==> config.mk <==
export PLATFORM = sky130hd
export DESIGN_NAME = isf_status_flags
export DESIGN_NICKNAME = d
export VERILOG_FILES = /design/src/isf_pkg.sv /design/src/isf_status_flags.sv
export SDC_FILE = /design/constraint.sdc
export NUM_CORES = 1
export LEC_CHECK = 0
export BUFFER_PORTS_ARGS = -buffer_cell sky130_fd_sc_hd__buf_2
export CORE_ASPECT_RATIO = 1.25
export CORE_MARGIN = 10
export CORE_UTILIZATION = 33
export DETAILED_ROUTE_END_ITERATION = 12
export SLEW_MARGIN = 10
export SYNTH_ARGS = -nofsm -noshare
export SYNTH_HDL_FRONTEND = slang
export SYNTH_SLANG_ARGS = --single-unit
==> constraint.sdc <==
create_clock -name clock_i -period 1.78 [get_ports clock_i]
set_input_delay 0.534 -clock clock_i [delete_from_list [all_inputs] [get_ports clock_i]]
set_output_delay 0.534 -clock clock_i [all_outputs]
set_load 0.05 [all_outputs]
==> src/isf_pkg.sv <==
// package of offsets, field positions and reset values for the status flag block
`default_nettype none
package isf_pkg;
    // apb byte offsets of the register window
    localparam logic [7:0] OFF_CTRL   = 8'h00;
    localparam logic [7:0] OFF_STAT1  = 8'h04;
    localparam logic [7:0] OFF_STAT2  = 8'h08;
    localparam logic [7:0] OFF_DATA   = 8'h0c;
    localparam logic [7:0] OFF_OWNADR = 8'h10;
    // control register fields
    localparam int CTRL_ITE   = 0;
    localparam int CTRL_START = 3;
    localparam int CTRL_ACK   = 2;
    localparam int CTRL_PE    = 5;
    // first status register fields
    localparam int ST1_EVF    = 7;
    localparam int ST1_HEADER_SENT_FLAG  = 6;
    localparam int ST1_TRA    = 5;
    localparam int ST1_BUSY   = 4;
    localparam int ST1_BTF    = 3;
    localparam int ST1_ADDRESS_MATCHED_FLAG   = 2;
    localparam int ST1_MSL    = 1;
    localparam int ST1_SB     = 0;
    // second status register fields
    localparam int ST2_NACK   = 4;
    localparam int ST2_SLAVE_STOP_SEEN_FLAG  = 3;
    localparam int ST2_ARBITRATION_LOST_FLAG   = 2;
    localparam int ST2_BUS_ERROR_FLAG   = 1;
    localparam int ST2_GCALL  = 0;
    // reset values
    localparam logic [7:0] CTRL_RST   = 8'h00;
    localparam logic [7:0] DATA_RST   = 8'h00;
    localparam logic [7:0] OWNADR_RST = 8'h00;
    // pin synchroniser depth
    localparam int SYNC_STAGES = 2;
endpackage : isf_pkg
`default_nettype wire

==> src/isf_status_flags.sv <==
// status flag logic of a multimaster two-wire interface with an apb register port
//
// The register offsets and the APB register port were decided locally.
`timescale 1ns/1ps
`default_nettype none
module isf_status_flags (
    // clock and reset
    input  wire logic        clock_i,
    input  wire logic        reset_n_i,
    // apb slave
    input  wire logic        psel_i,
    input  wire logic        penable_i,
    input  wire logic        pwrite_i,
    input  wire logic [7:0]  paddr_i,
    input  wire logic [31:0] pwdata_i,
    output logic      [31:0] prdata_o,
    output logic             pready_o,
    output logic             pslverr_o,
    // two-wire bus pins
    input  wire logic        scl_i,
    input  wire logic        sda_i,
    output logic             scl_o,
    output logic             scl_oe_o,
    // events from the shift engine, same clock
    input  wire logic        tx_ninth_pulse_i,
    input  wire logic        rx_ack_pulse_i,
    input  wire logic [7:0]  rx_byte_i,
    input  wire logic        addr_byte_sent_i,
    input  wire logic        header_sent_i,
    input  wire logic        slave_addr_valid_i,
    input  wire logic [7:0]  slave_addr_i,
    input  wire logic        start_sent_i,
    input  wire logic        no_ack_i,
    input  wire logic        slave_stop_i,
    input  wire logic        arb_lost_i,
    input  wire logic        bus_error_i,
    // controls towards the shift engine
    output logic             peripheral_enable_o,
    output logic             ack_enable_o,
    output logic             start_request_o,
    output logic [7:0]       tx_byte_o,
    output logic             irq_o
);
    // apb decode
    logic        access;
    logic        wr_ctrl;
    logic        wr_data;
    logic        rd_stat1;
    logic        rd_stat2;
    logic        rd_data;
    logic        mapped;

    // register state
    logic [7:0]  ctrl_q, ctrl_d;
    logic [7:0]  tx_q, tx_d;
    logic [7:0]  rx_q, rx_d;
    logic [7:0]  own_q, own_d;
    logic [31:0] rdata_q, rdata_d;
    logic        err_q, err_d;

    // flag state
    logic        btf_q, btf_d;
    logic        btf_pend_q, btf_pend_d;
    logic        tra_q, tra_d;
    logic        address_matched_flag_q, address_matched_flag_d;
    logic        header_sent_flag_q, header_sent_flag_d;
    logic        sb_q, sb_d;
    logic        msl_q, msl_d;
    logic        busy_q, busy_d;
    logic        ev6_q, ev6_d;
    logic        nack_q, nack_d;
    logic        slave_stop_seen_flag_q, slave_stop_seen_flag_d;
    logic        arbitration_lost_flag_q, arbitration_lost_flag_d;
    logic        bus_error_flag_q, bus_error_flag_d;
    logic        gcall_q, gcall_d;
    logic        armed1_q, armed1_d;
    logic        armed2_q, armed2_d;

    // pin synchronisers and edge history
    logic [isf_pkg::SYNC_STAGES-1:0] scl_sync_q;
    logic [isf_pkg::SYNC_STAGES-1:0] sda_sync_q;
    logic        scl_prev_q;
    logic        sda_prev_q;
    logic        scl_s;
    logic        sda_s;
    logic        start_seen;
    logic        stop_seen;

    logic        pe;
    logic        event_summary_flag;
    logic        addr_match;
    logic        gcall_match;
    logic [7:0]  stat1;
    logic [7:0]  stat2;

    // apb access decode, slave answers in the access cycle
    assign access   = psel_i & penable_i;
    assign mapped   = (paddr_i == isf_pkg::OFF_CTRL)  | (paddr_i == isf_pkg::OFF_STAT1) |
                      (paddr_i == isf_pkg::OFF_STAT2) | (paddr_i == isf_pkg::OFF_DATA)  |
                      (paddr_i == isf_pkg::OFF_OWNADR);
    assign wr_ctrl  = access & pwrite_i & (paddr_i == isf_pkg::OFF_CTRL);
    assign wr_data  = access & pwrite_i & (paddr_i == isf_pkg::OFF_DATA);
    assign rd_stat1 = access & ~pwrite_i & (paddr_i == isf_pkg::OFF_STAT1);
    assign rd_stat2 = access & ~pwrite_i & (paddr_i == isf_pkg::OFF_STAT2);
    assign rd_data  = access & ~pwrite_i & (paddr_i == isf_pkg::OFF_DATA);
    assign pready_o = 1'b1;

    // synchronised pin levels and start or stop detection
    assign scl_s      = scl_sync_q[isf_pkg::SYNC_STAGES-1];
    assign sda_s      = sda_sync_q[isf_pkg::SYNC_STAGES-1];
    assign start_seen = scl_s & scl_prev_q & sda_prev_q & ~sda_s;
    assign stop_seen  = scl_s & scl_prev_q & ~sda_prev_q & sda_s;

    // address comparison for the slave side
    assign gcall_match = ctrl_q[isf_pkg::CTRL_ACK] & (slave_addr_i == 8'h00);
    assign addr_match  = slave_addr_valid_i &
                         ((slave_addr_i[7:1] == own_q[7:1]) | gcall_match);

    // status words as software sees them
    assign pe  = ctrl_q[isf_pkg::CTRL_PE];
    assign event_summary_flag = pe & (btf_q | address_matched_flag_q | sb_q | nack_q | slave_stop_seen_flag_q | arbitration_lost_flag_q | bus_error_flag_q |
                       header_sent_flag_q | ev6_q);
    always_comb begin
        stat1 = 8'h00;
        stat1[isf_pkg::ST1_EVF]   = event_summary_flag;
        stat1[isf_pkg::ST1_HEADER_SENT_FLAG] = header_sent_flag_q;
        stat1[isf_pkg::ST1_TRA]   = tra_q;
        stat1[isf_pkg::ST1_BUSY]  = busy_q;
        stat1[isf_pkg::ST1_BTF]   = btf_q;
        stat1[isf_pkg::ST1_ADDRESS_MATCHED_FLAG]  = address_matched_flag_q;
        stat1[isf_pkg::ST1_MSL]   = msl_q;
        stat1[isf_pkg::ST1_SB]    = sb_q;
        stat2 = 8'h00;
        stat2[isf_pkg::ST2_NACK]  = nack_q;
        stat2[isf_pkg::ST2_SLAVE_STOP_SEEN_FLAG] = slave_stop_seen_flag_q;
        stat2[isf_pkg::ST2_ARBITRATION_LOST_FLAG]  = arbitration_lost_flag_q;
        stat2[isf_pkg::ST2_BUS_ERROR_FLAG]  = bus_error_flag_q;
        stat2[isf_pkg::ST2_GCALL] = gcall_q;
    end

    // register file next state and read mux
    always_comb begin
        ctrl_d  = ctrl_q;
        tx_d    = tx_q;
        rx_d    = rx_q;
        own_d   = own_q;
        rdata_d = rdata_q;
        err_d   = 1'b0;
        if (wr_ctrl) begin
            ctrl_d = pwdata_i[7:0] & 8'h3d;
        end
        if (wr_data) begin
            tx_d = pwdata_i[7:0];
        end
        if (access & pwrite_i & (paddr_i == isf_pkg::OFF_OWNADR)) begin
            own_d = pwdata_i[7:0];
        end
        if (rx_ack_pulse_i) begin
            rx_d = rx_byte_i;
        end
        if (start_sent_i) begin
            ctrl_d[isf_pkg::CTRL_START] = 1'b0;
        end
        if (!ctrl_d[isf_pkg::CTRL_PE]) begin
            ctrl_d = ctrl_d & 8'h02; // disable drops all control bits except bit 1
        end
        if (psel_i & ~penable_i & ~pwrite_i) begin
            case (paddr_i)
                isf_pkg::OFF_CTRL:   rdata_d = {24'h000000, ctrl_q};
                isf_pkg::OFF_STAT1:  rdata_d = {24'h000000, stat1};
                isf_pkg::OFF_STAT2:  rdata_d = {24'h000000, stat2};
                isf_pkg::OFF_DATA:   rdata_d = {24'h000000, rx_q};
                isf_pkg::OFF_OWNADR: rdata_d = {24'h000000, own_q};
                default:             rdata_d = 32'h00000000;
            endcase
        end
        if (psel_i & ~penable_i) begin
            err_d = ~mapped;
        end
    end

    // register file storage, status words accept no writes
    always_ff @(posedge clock_i or negedge reset_n_i) begin
        if (!reset_n_i) begin
            ctrl_q  <= isf_pkg::CTRL_RST;
            tx_q    <= isf_pkg::DATA_RST;
            rx_q    <= isf_pkg::DATA_RST;
            own_q   <= isf_pkg::OWNADR_RST;
            rdata_q <= 32'h00000000;
            err_q   <= 1'b0;
        end else begin
            ctrl_q  <= ctrl_d;
            tx_q    <= tx_d;
            rx_q    <= rx_d;
            own_q   <= own_d;
            rdata_q <= rdata_d;
            err_q   <= err_d;
        end
    end

    // pin synchronisers, second stage feeds the edge history
    always_ff @(posedge clock_i or negedge reset_n_i) begin
        if (!reset_n_i) begin
            scl_sync_q <= '1;
            sda_sync_q <= '1;
            scl_prev_q <= 1'b1;
            sda_prev_q <= 1'b1;
        end else begin
            scl_sync_q <= {scl_sync_q[isf_pkg::SYNC_STAGES-2:0], scl_i};
            sda_sync_q <= {sda_sync_q[isf_pkg::SYNC_STAGES-2:0], sda_i};
            scl_prev_q <= scl_s;
            sda_prev_q <= sda_s;
        end
    end

    // flag next state: a set in the clearing cycle wins, except busy, where a bus error beats a start
    always_comb begin
        armed1_d   = armed1_q;
        armed2_d   = armed2_q;
        if (rd_stat1) begin
            armed1_d = 1'b1;
        end else if (wr_data | rd_data | wr_ctrl) begin
            armed1_d = 1'b0;
        end
        if (rd_stat2) begin
            armed2_d = 1'b1;
        end else if (wr_data) begin
            armed2_d = 1'b0;
        end
        // address phase done, cleared by status1 read then control write
        ev6_d = addr_byte_sent_i | (ev6_q & ~(armed1_q & wr_ctrl));
        // transmit finish is held back while the address phase is pending
        btf_pend_d = (btf_pend_q | tx_ninth_pulse_i) & ev6_d;
        btf_d = ((tx_ninth_pulse_i | btf_pend_q) & ~ev6_d) |
                (rx_ack_pulse_i & ctrl_q[isf_pkg::CTRL_ACK]) |
                (btf_q & ~(armed1_q & (wr_data | rd_data)));
        if ((tx_ninth_pulse_i | btf_pend_q) & ~ev6_d) begin
            tra_d = 1'b1;
        end else if (rx_ack_pulse_i & ctrl_q[isf_pkg::CTRL_ACK]) begin
            tra_d = 1'b0;
        end else begin
            tra_d = tra_q & btf_d & ~stop_seen & ~slave_stop_i & ~arb_lost_i;
        end
        address_matched_flag_d  = addr_match | (address_matched_flag_q & ~rd_stat1);
        gcall_d = (addr_match & gcall_match) | (gcall_q & ~rd_stat2);
        header_sent_flag_d = header_sent_i | (header_sent_flag_q & ~(armed2_q & wr_data));
        sb_d    = start_sent_i | (sb_q & ~(armed1_q & wr_data));
        msl_d   = (wr_ctrl & pwdata_i[isf_pkg::CTRL_START]) |
                  (msl_q & ~stop_seen & ~arb_lost_i);
        nack_d  = no_ack_i | (nack_q & ~rd_stat2);
        slave_stop_seen_flag_d = slave_stop_i | (slave_stop_seen_flag_q & ~rd_stat2);
        arbitration_lost_flag_d  = arb_lost_i | (arbitration_lost_flag_q & ~rd_stat2);
        bus_error_flag_d  = bus_error_i | (bus_error_flag_q & ~rd_stat2);
        // bus busy tracks the line only while enabled
        busy_d = busy_q;
        if (pe) begin
            if (bus_error_i) begin
                busy_d = 1'b0;
            end else if (start_seen) begin
                busy_d = 1'b1;
            end else if (stop_seen) begin
                busy_d = 1'b0;
            end
        end
        // disabled interface drops every flag but busy
        if (!ctrl_d[isf_pkg::CTRL_PE]) begin
            ev6_d      = 1'b0;
            btf_pend_d = 1'b0;
            btf_d      = 1'b0;
            tra_d      = 1'b0;
            address_matched_flag_d     = 1'b0;
            gcall_d    = 1'b0;
            header_sent_flag_d    = 1'b0;
            sb_d       = 1'b0;
            msl_d      = 1'b0;
            nack_d     = 1'b0;
            slave_stop_seen_flag_d    = 1'b0;
            arbitration_lost_flag_d     = 1'b0;
            bus_error_flag_d     = 1'b0;
            armed1_d   = 1'b0;
            armed2_d   = 1'b0;
        end
    end

    // flag storage
    always_ff @(posedge clock_i or negedge reset_n_i) begin
        if (!reset_n_i) begin
            btf_q      <= 1'b0;
            btf_pend_q <= 1'b0;
            tra_q      <= 1'b0;
            address_matched_flag_q     <= 1'b0;
            header_sent_flag_q    <= 1'b0;
            sb_q       <= 1'b0;
            msl_q      <= 1'b0;
            busy_q     <= 1'b0;
            ev6_q      <= 1'b0;
            nack_q     <= 1'b0;
            slave_stop_seen_flag_q    <= 1'b0;
            arbitration_lost_flag_q     <= 1'b0;
            bus_error_flag_q     <= 1'b0;
            gcall_q    <= 1'b0;
            armed1_q   <= 1'b0;
            armed2_q   <= 1'b0;
        end else begin
            btf_q      <= btf_d;
            btf_pend_q <= btf_pend_d;
            tra_q      <= tra_d;
            address_matched_flag_q     <= address_matched_flag_d;
            header_sent_flag_q    <= header_sent_flag_d;
            sb_q       <= sb_d;
            msl_q      <= msl_d;
            busy_q     <= busy_d;
            ev6_q      <= ev6_d;
            nack_q     <= nack_d;
            slave_stop_seen_flag_q    <= slave_stop_seen_flag_d;
            arbitration_lost_flag_q     <= arbitration_lost_flag_d;
            bus_error_flag_q     <= bus_error_flag_d;
            gcall_q    <= gcall_d;
            armed1_q   <= armed1_d;
            armed2_q   <= armed2_d;
        end
    end

    // outputs: clock stretching, controls and interrupt
    assign scl_o               = 1'b0;
    assign scl_oe_o            = pe & (btf_q | address_matched_flag_q | sb_q | header_sent_flag_q | ev6_q);
    assign prdata_o            = rdata_q;
    assign pslverr_o           = err_q & access;
    assign peripheral_enable_o = pe;
    assign ack_enable_o        = ctrl_q[isf_pkg::CTRL_ACK];
    assign start_request_o     = ctrl_q[isf_pkg::CTRL_START];
    assign tx_byte_o           = tx_q;
    assign irq_o               = ctrl_q[isf_pkg::CTRL_ITE] & event_summary_flag;
endmodule : isf_status_flags
`default_nettype wire

==> After elaboration in Yosys (flattened, before gate mapping) <==
Cells that the tools add are included.
{ "word_totals": {"in_bits": 73, "regBits": 87} }
{ "classes": {"n_reduce_logical": 4, "muxes": 29, "bitwise_logic": 92, "n_eq_ne": 9} }
{ "ops": {"columns": ["cell", "count"], "rows": [
  ["$and 1x1->1", 47],
  ["$pmux 8 s5", 1],
  ["$or 1x1->1", 30],
  ["$mux 1", 26],
  ["$eq 8x4->1 const B", 2],
  ["$logic_not 8->1", 2],
  ["$mux 8", 2],
  ["$not 1->1", 15],
  ["$eq 8x3->1 const B", 1],
  ["$eq 8x5->1 const B", 1],
  ["$eq 7x7->1", 1],
  ["$ne 3x3->1 const B", 2],
  ["$ne 3x2->1 const B", 1],
  ["$reduce_bool 3->1", 1],
  ["$ne 2x2->1 const B", 1],
  ["$reduce_and 2->1", 1]
]} }

==> Logic depth before layout (Yosys ltp) <==
Gate-level depths: netlist of the first run.
{ "depth": {"word_depth": 18, "depth_mapped": 6} }

==> Least setup slack after synthesis of the first run <==
Ideal clock, no wire load.
{ "synth_timing": {"kind": "register -> output", "from": "register ctrl_q[5]", "to": "output port scl_oe_o", "path_stages_with_launch": 3, "path_slack_ps": -297, "t_arrival_ps": 1543, "cell_sequence": "dfrtp_1 -> inv_1 -> nor2_1"} }
{ "synth_via": {"elab_chain_cells": 1} }
{ "synth_lines": {"columns": ["element", "line", "text"], "rows": [
  ["start: declaration", "isf_status_flags.sv:54", "logic [7:0] ctrl_q, ctrl_d;"],
  ["start signal: assignment", "isf_status_flags.sv:185", "ctrl_q <= isf_pkg::CTRL_RST;"],
  ["start signal: assignment", "isf_status_flags.sv:192", "ctrl_q <= ctrl_d;"],
  ["$and 1x1->1", "isf_status_flags.sv:326", "assign scl_oe_o = pe & (btf_q | address_matched_flag_q | sb_q | header_sent_flag_q | ev6_q);"],
  ["end: declaration", "isf_status_flags.sv:23", "output logic scl_oe_o,"]
]} }
Every way passes these cells.

==> Worst setup path in the final report of the first run <==
{ "layout_timing": {"from": "register nack_q", "to": "output port irq_o"} }
{ "layout_via": {"elab_chain_cells": 8} }
{ "layout_lines": {"columns": ["element", "line", "text"], "rows": [
  ["start: declaration", "isf_status_flags.sv:71", "logic nack_q, nack_d;"],
  ["start signal: assignment", "isf_status_flags.sv:314", "nack_q <= nack_d;"],
  ["$or 1x1->1 (5 in a row)", "isf_status_flags.sv:121", "assign event_summary_flag = pe & (btf_q | address_matched_flag_q | sb_q | nack_q | slave_stop_seen_flag_q | ar ..."],
  ["$or 1x1->1", "isf_status_flags.sv:122", "header_sent_flag_q | ev6_q);"],
  ["$and 1x1->1", "isf_status_flags.sv:121", null],
  ["$and 1x1->1", "isf_status_flags.sv:333", "assign irq_o = ctrl_q[isf_pkg::CTRL_ITE] & event_summary_flag;"],
  ["end: declaration", "isf_status_flags.sv:42", "output logic irq_o"]
]} }
Every way passes these cells.

==> results.yml, run 1 <==
sta:
  fmax_mhz: 429.6
  post-route-period-util_pct: 130.8
  period_minus_slack_ns: 2.328
  whs_ns: 0.2011
  grt_setup_unrepaired: "yes"
  slew_viol_final: 0
  skew_ns: 0.005913
  hold_viol: 0
  setup_violations: 3
  setup_ws_ns: -0.5478
power:
  switching_share_pct: 27.00
  netSwitchingPower_mw: 1.006
  clkPwrFrac_pct: 44.2
  pwr-share-seq_pct: 40.0
  power_density_nw_per_um2: 908.2
  p_comb_share_pct: 15.7
  p_leak_nw: 1.926
  internal_power_mw: 2.720
  ir_drop_mv: 0.5286
global_routing:
  antenna_found_initial: 0
  grt_max_degree: 61
  grt_overflow: 0
  grt_pass1_wl_um: 13320
  grt_usage_pct: 12.41
  grt_pass1_vias: 2604
layout:
  area.growth.synth_to_final_pct: 31.16
  fin_util_pct: 44.49
  antenna_cells: 0
  finalNetCount: 441
  nFillCells: 880
  drive_gt1_share_pct: 47.72
clock_tree:
  cts_sinks: 60
  clock_path_buffers: 2
  cts_tree: "yes"
  htreeDepth: 3
  cts_inserted_buffers: 9
  holdBufCountCts: 0
  insertion_delay_ns: 0.33
  path_clk_slew_ns: 0.05
  cts_root_buf: "clkbuf_16"
outcome:
  status: "finished with violations"
  violations: "setup timing"
routing:
  finalWirelength_um: 8596
  drt_iter0_drc: 151
  route.vias.total: 2416
  drt_pass1_iterations: 4
  routedWlPerCell_um: 17.33
  drc_errors: 0
  ant_nets: 0
  via_per_inst: 4.871
yosys:
  synth_top_flop_cell: "dfrtp_1"
  synth_cells: 263
  synth_area_um2: 3128
  synth_edf_count: 0
  synth_common_cells: "dfrtp_1, buf_4, mux2_2"
  synth_area_per_cell_um2: 11.89
  ys_ff_latch: 60
  yosysTopAreaCell: "dfrtp_1"
  synthArstFlopShare_pct: 100.0
  yosys_warnings: 0
  synth_cell_types: 57
  synthMostInstantiatedCell: "dfrtp_1"
  ys_seq_area_share_pct: 48.24
  synth_top_cell_area_share_pct: 43.20
  yosys-top-cells-area: "dfrtp_1, mux2_2, buf_4"
worst_setup_path:
  crit_fanout: 2
  worstSetupPathType: "flop to primary output"
  endpoint_kind: "primary output"
  cpMaxStageDelayCell: "or4_4"
  max_stage_delay_ns: 0.54
  r2r-start: "nack_q"
  crit_required_ns: 1.25
  r2r_slack_ns: -0.06
  critPathTopFamily: "simple AND/OR/NAND/NOR gates"
  worst-path-buf-inv: 1
  worst_setup_path_start_kind: "flop"
  rr_worst_depth: 5
  timing.rr.end: "prdata_o[7]"
  path_cells: "or4_4 -> o31ai_4 -> nor2_4 -> buf_8"
  cp.arrival_ns: 1.79
flow_run:
  maxCapViolCount: 0
floorplan:
  start_util_pct: 33.92
  die_area_um2: 13800
  io_pins: 121
  die_w_um: 107.1
  rows: 39
  core-area_um2: 9223
  die_h_um: 128.9
placed_design:
  place.gp.congestion: 0.8828
  portBuffers: 70
  dp_hpwl_um: 6686
hold_path:
  hp-class: "input port to asynchronous set/reset pin"
cell families (layout without fill, tap and decap cells):
family | after synthesis | in the layout | share of synthesized area [%]
xor+xnor | 7 | 7 | 1.960
mux | 30 | 30 | 11.72
other cells | 2 | 26 | 0.2401
buf+inv | 41 | 127 | 9.640
simple gates | 73 | 73 | 15.64
flops | 60 | 60 | 48.24
compound gates | 50 | 50 | 12.56
power by group through the flow:
stage	clock network (mW)	registers, mW	logic (mW)
3_3_place_gp	0	1.51	0.570
2_1_floorplan	0	1.57	0.323
3_5_place_dp	0	1.51	0.580
6_report	1.65	1.49	0.586
4_1_cts	1.68	1.49	0.584
5_1_grt	1.75	1.50	0.628
flip-flops by register name, indices dropped and copies added, names as in the netlist, 2 cells and up:
register,flops
own_q,8
prdata_o,8
rx_q,8
tx_byte_o,8
ctrl_q,5
scl_sync_q,2
sda_sync_q,2
layer usage:
layer | global-route usage (%) | share of wire (%) | vias to the layer above
li1 | - | - | 1131
met1 | 14.01 | 41 | 1190
met2 | 20.37 | 50 | 84
met3 | 3.946 | 7.6 | 11
met4 | 6.784 | 2.0 | 0
met5 | 0 | 0 | -
cells in the final DEF (no fill, tap or decap), drive strengths merged, types with 7 or more instances in the layout:
cell and instances:
nand4 8, a22o 7, dfrtp 54, nor2 16
clkbuf 10, buf 106, nand3 11, nand2 11
a22oi 10, a21oi 11, mux2 29, conb 26
stage by stage:
stage | setup slack (ns) | cell area, um2 | instances | setup TNS (ns) | total power, mW
finish | -0.5478 | 4103 | 496 | -1.051 | 3.726
global route | -0.5671 | 4103 | 496 | -1.112 | 3.874
CTS | -0.5732 | 4080 | 494 | -1.073 | 3.758
detailed placement | -0.2882 | 3765 | 477 | -4.941 | 2.094
global placement | -0.2755 | 3765 | 477 | -4.872 | 2.083
floorplan | -0.06001 | 3249 | 287 | -0.3914 | 1.894
cell type report:
class | count | area, um2 | area share, %
clock buffers | 10 | 229.0 | 5.581
inverters | 5 | 18.77 | 0.4575
multi-input cells | 186 | 1443 | 35.16
repair buffers | 106 | 694.4 | 16.93
flip-flops and latches | 60 | 1509 | 36.78
clock inverters | 6 | 55.05 | 1.342
well taps | 123 | 153.9 | 3.751
how the worst max path moves through the flow:
stage	start	end	slack [ns]	depth (start not counted)
finish	nack_q	irq_o	-0.55	4
global route	nack_q	irq_o	-0.57	4
CTS	ev6_q	irq_o	-0.57	4
detailed placement	nack_q	irq_o	-0.29	4
global placement	nack_q	irq_o	-0.28	4
floorplan	nack_q	irq_o	-0.06	3
what timing repair did:
| item | in CTS | in global routing |
|---|---|---|
| setup buffers | 1 | 2 |
| setup endpoints to repair | 2 | 3 |
| pin swaps | 4 | 5 |
| gates resized for setup | 7 | 2 |
Note: power is estimated with default switching activity, not from simulation.
==> run 2: changes to the inputs <==
- PLACE_DENSITY: not set -> 0.66
==> run 2 against run 1 <==
- the flow still finishes with violations (setup timing)
- setup slack got worse by 0.0081 ns
- global-route usage rose by 0.16 points
- via count shrank 0.46%
- clock-buffer cell count grew 1
- register-to-register slack gained 0.05 ns
- critical path depth unchanged
- power shrank 1.8%
==> results.yml, run 2 (synthesis results as in run 1) <==
outcome:
  status: "finished with violations"
  violations: "setup timing"
layout:
  antenna_cells: 0
  postLayoutCellArea_um2: 4078
  area.growth.synth_to_final_pct: 30.36
  layout.cells.most_common_list: "buf_2, dfrtp_1, buf_4, conb_1, mux2_2"
  drive_gt1_share_pct: 47.87
  final_common_cell: "buf_2"
  finalNonFillerCells: 499
  finalNetCount: 444
  fin_util_pct: 44.21
  nFillCells: 870
global_routing:
  grt_pass1_wl_um: 13590
  grt_overflow: 0
  grt_pass1_vias: 2572
  grt_max_degree: 45
  antenna_found_initial: 1
  grt_usage_pct: 12.57
flow_run:
  maxCapViolCount: 0
floorplan:
  start_util_pct: 33.92
  die_w_um: 107.1
  rows: 39
  die_area_um2: 13800
  core-area_um2: 9223
  die_h_um: 128.9
  io_pins: 121
placed_design:
  placed_cells: 480
  portBuffers: 70
  place.gp.congestion: 0.9162
  dp_hpwl_um: 6853
  place_area_um2: 3775
worst_setup_path:
  critPathTopFamily: "simple AND/OR/NAND/NOR gates"
  worst_setup_path_start_kind: "flop"
  cp.depth: 4
  worstSetupPathType: "flop to primary output"
  cp.arrival_ns: 1.80
  max_stage_delay_ns: 0.55
  r2r-start: "arbitration_lost_flag_q"
  worst-path-buf-inv: 1
  crit_required_ns: 1.25
  crit_start: "arbitration_lost_flag_q"
  r2r_slack_ns: -0.01
  path_cells: "or4_4 -> o31ai_4 -> nor2_4 -> buf_8"
  timing.rr.end: "prdata_o[7]"
  crit_fanout: 2
  rr_worst_depth: 5
  endpoint_kind: "primary output"
  cpMaxStageDelayCell: "or4_4"
clock_tree:
  clock_path_buffers: 2
  htreeDepth: 3
  cts_tree: "yes"
  cts_root_buf: "clkbuf_16"
  insertion_delay_ns: 0.33
  path_clk_slew_ns: 0.05
  cts_inserted_buffers: 9
  holdBufCountCts: 0
  cts_sinks: 60
sta:
  setup_ws_ns: -0.5558
  whs_ns: 0.1276
  grt_setup_unrepaired: "yes"
  fmax_mhz: 428.1
  slew_viol_final: 0
  setup_tns_ns: -1.061
  post-route-period-util_pct: 131.2
  skew_ns: 0.008285
  period_minus_slack_ns: 2.336
  setup_violations: 3
  hold_viol: 0
routing:
  via_per_inst: 4.820
  ant_nets: 0
  drc_errors: 0
  routedWlPerCell_um: 17.52
  drt_iter0_drc: 100
  drt_pass1_iterations: 4
  finalWirelength_um: 8740
  route.vias.total: 2405
power:
  p_leak_nw: 1.918
  clkPwrFrac_pct: 43.3
  p_comb_share_pct: 16.0
  switching_share_pct: 28.46
  pwr-share-seq_pct: 40.7
  power_density_nw_per_um2: 897.7
  netSwitchingPower_mw: 1.042
  ir_drop_mv: 0.4329
  internal_power_mw: 2.619
hold_path:
  hp-class: "input port to asynchronous set/reset pin"
[run 2: final cells by class]
cell class	instances	area (um2)	area share, %
flip-flops and latches	60	1509	37.01
multi-input cells	186	1435	35.19
repair buffers	109	690.7	16.94
clock buffers	11	242.7	5.953
well taps	123	153.9	3.774
clock inverters	5	27.53	0.6751
inverters	5	18.77	0.4603
[run 2: per-stage QoR]
stage          worst slack, ns  power [mW]
2_1_floorplan         -0.06001       1.894
3_3_place_gp           -0.2712       2.078
3_5_place_dp           -0.2737       2.091
4_1_cts                -0.5548       3.691
5_1_grt                -0.5820       3.801
6_report               -0.5558       3.661
[run 2: worst max-delay path by stage]
stage / to / slack (ns)
after floorplan: irq_o / -0.06
after global placement: irq_o / -0.27
after detailed placement: irq_o / -0.27
after CTS: irq_o / -0.55
after global routing: irq_o / -0.58
final: irq_o / -0.56
[run 2: what timing repair did]
item,CTS,global route
setup endpoints to repair,2,3
pin swaps,5,2
gates resized for setup,3,0
buffers inserted,2,1
gates cloned,0,0
[run 2: layer usage]
layer	global-route usage (%)	vias to the layer above	wire length (um)
li1	-	1134	-
met1	14.65	1174	3661
met2	19.69	81	4181
met3	5.345	14	700
met4	5.587	2	183
met5	0	-	13
[run 2: power groups by stage]
stage / registers, mW / clock network (mW) / logic (mW)
final: 1.49 / 1.58 / 0.585
after global routing: 1.50 / 1.67 / 0.627
after CTS: 1.49 / 1.61 / 0.585
after detailed placement: 1.51 / 0 / 0.576
after global placement: 1.51 / 0 / 0.566
after floorplan: 1.57 / 0 / 0.323
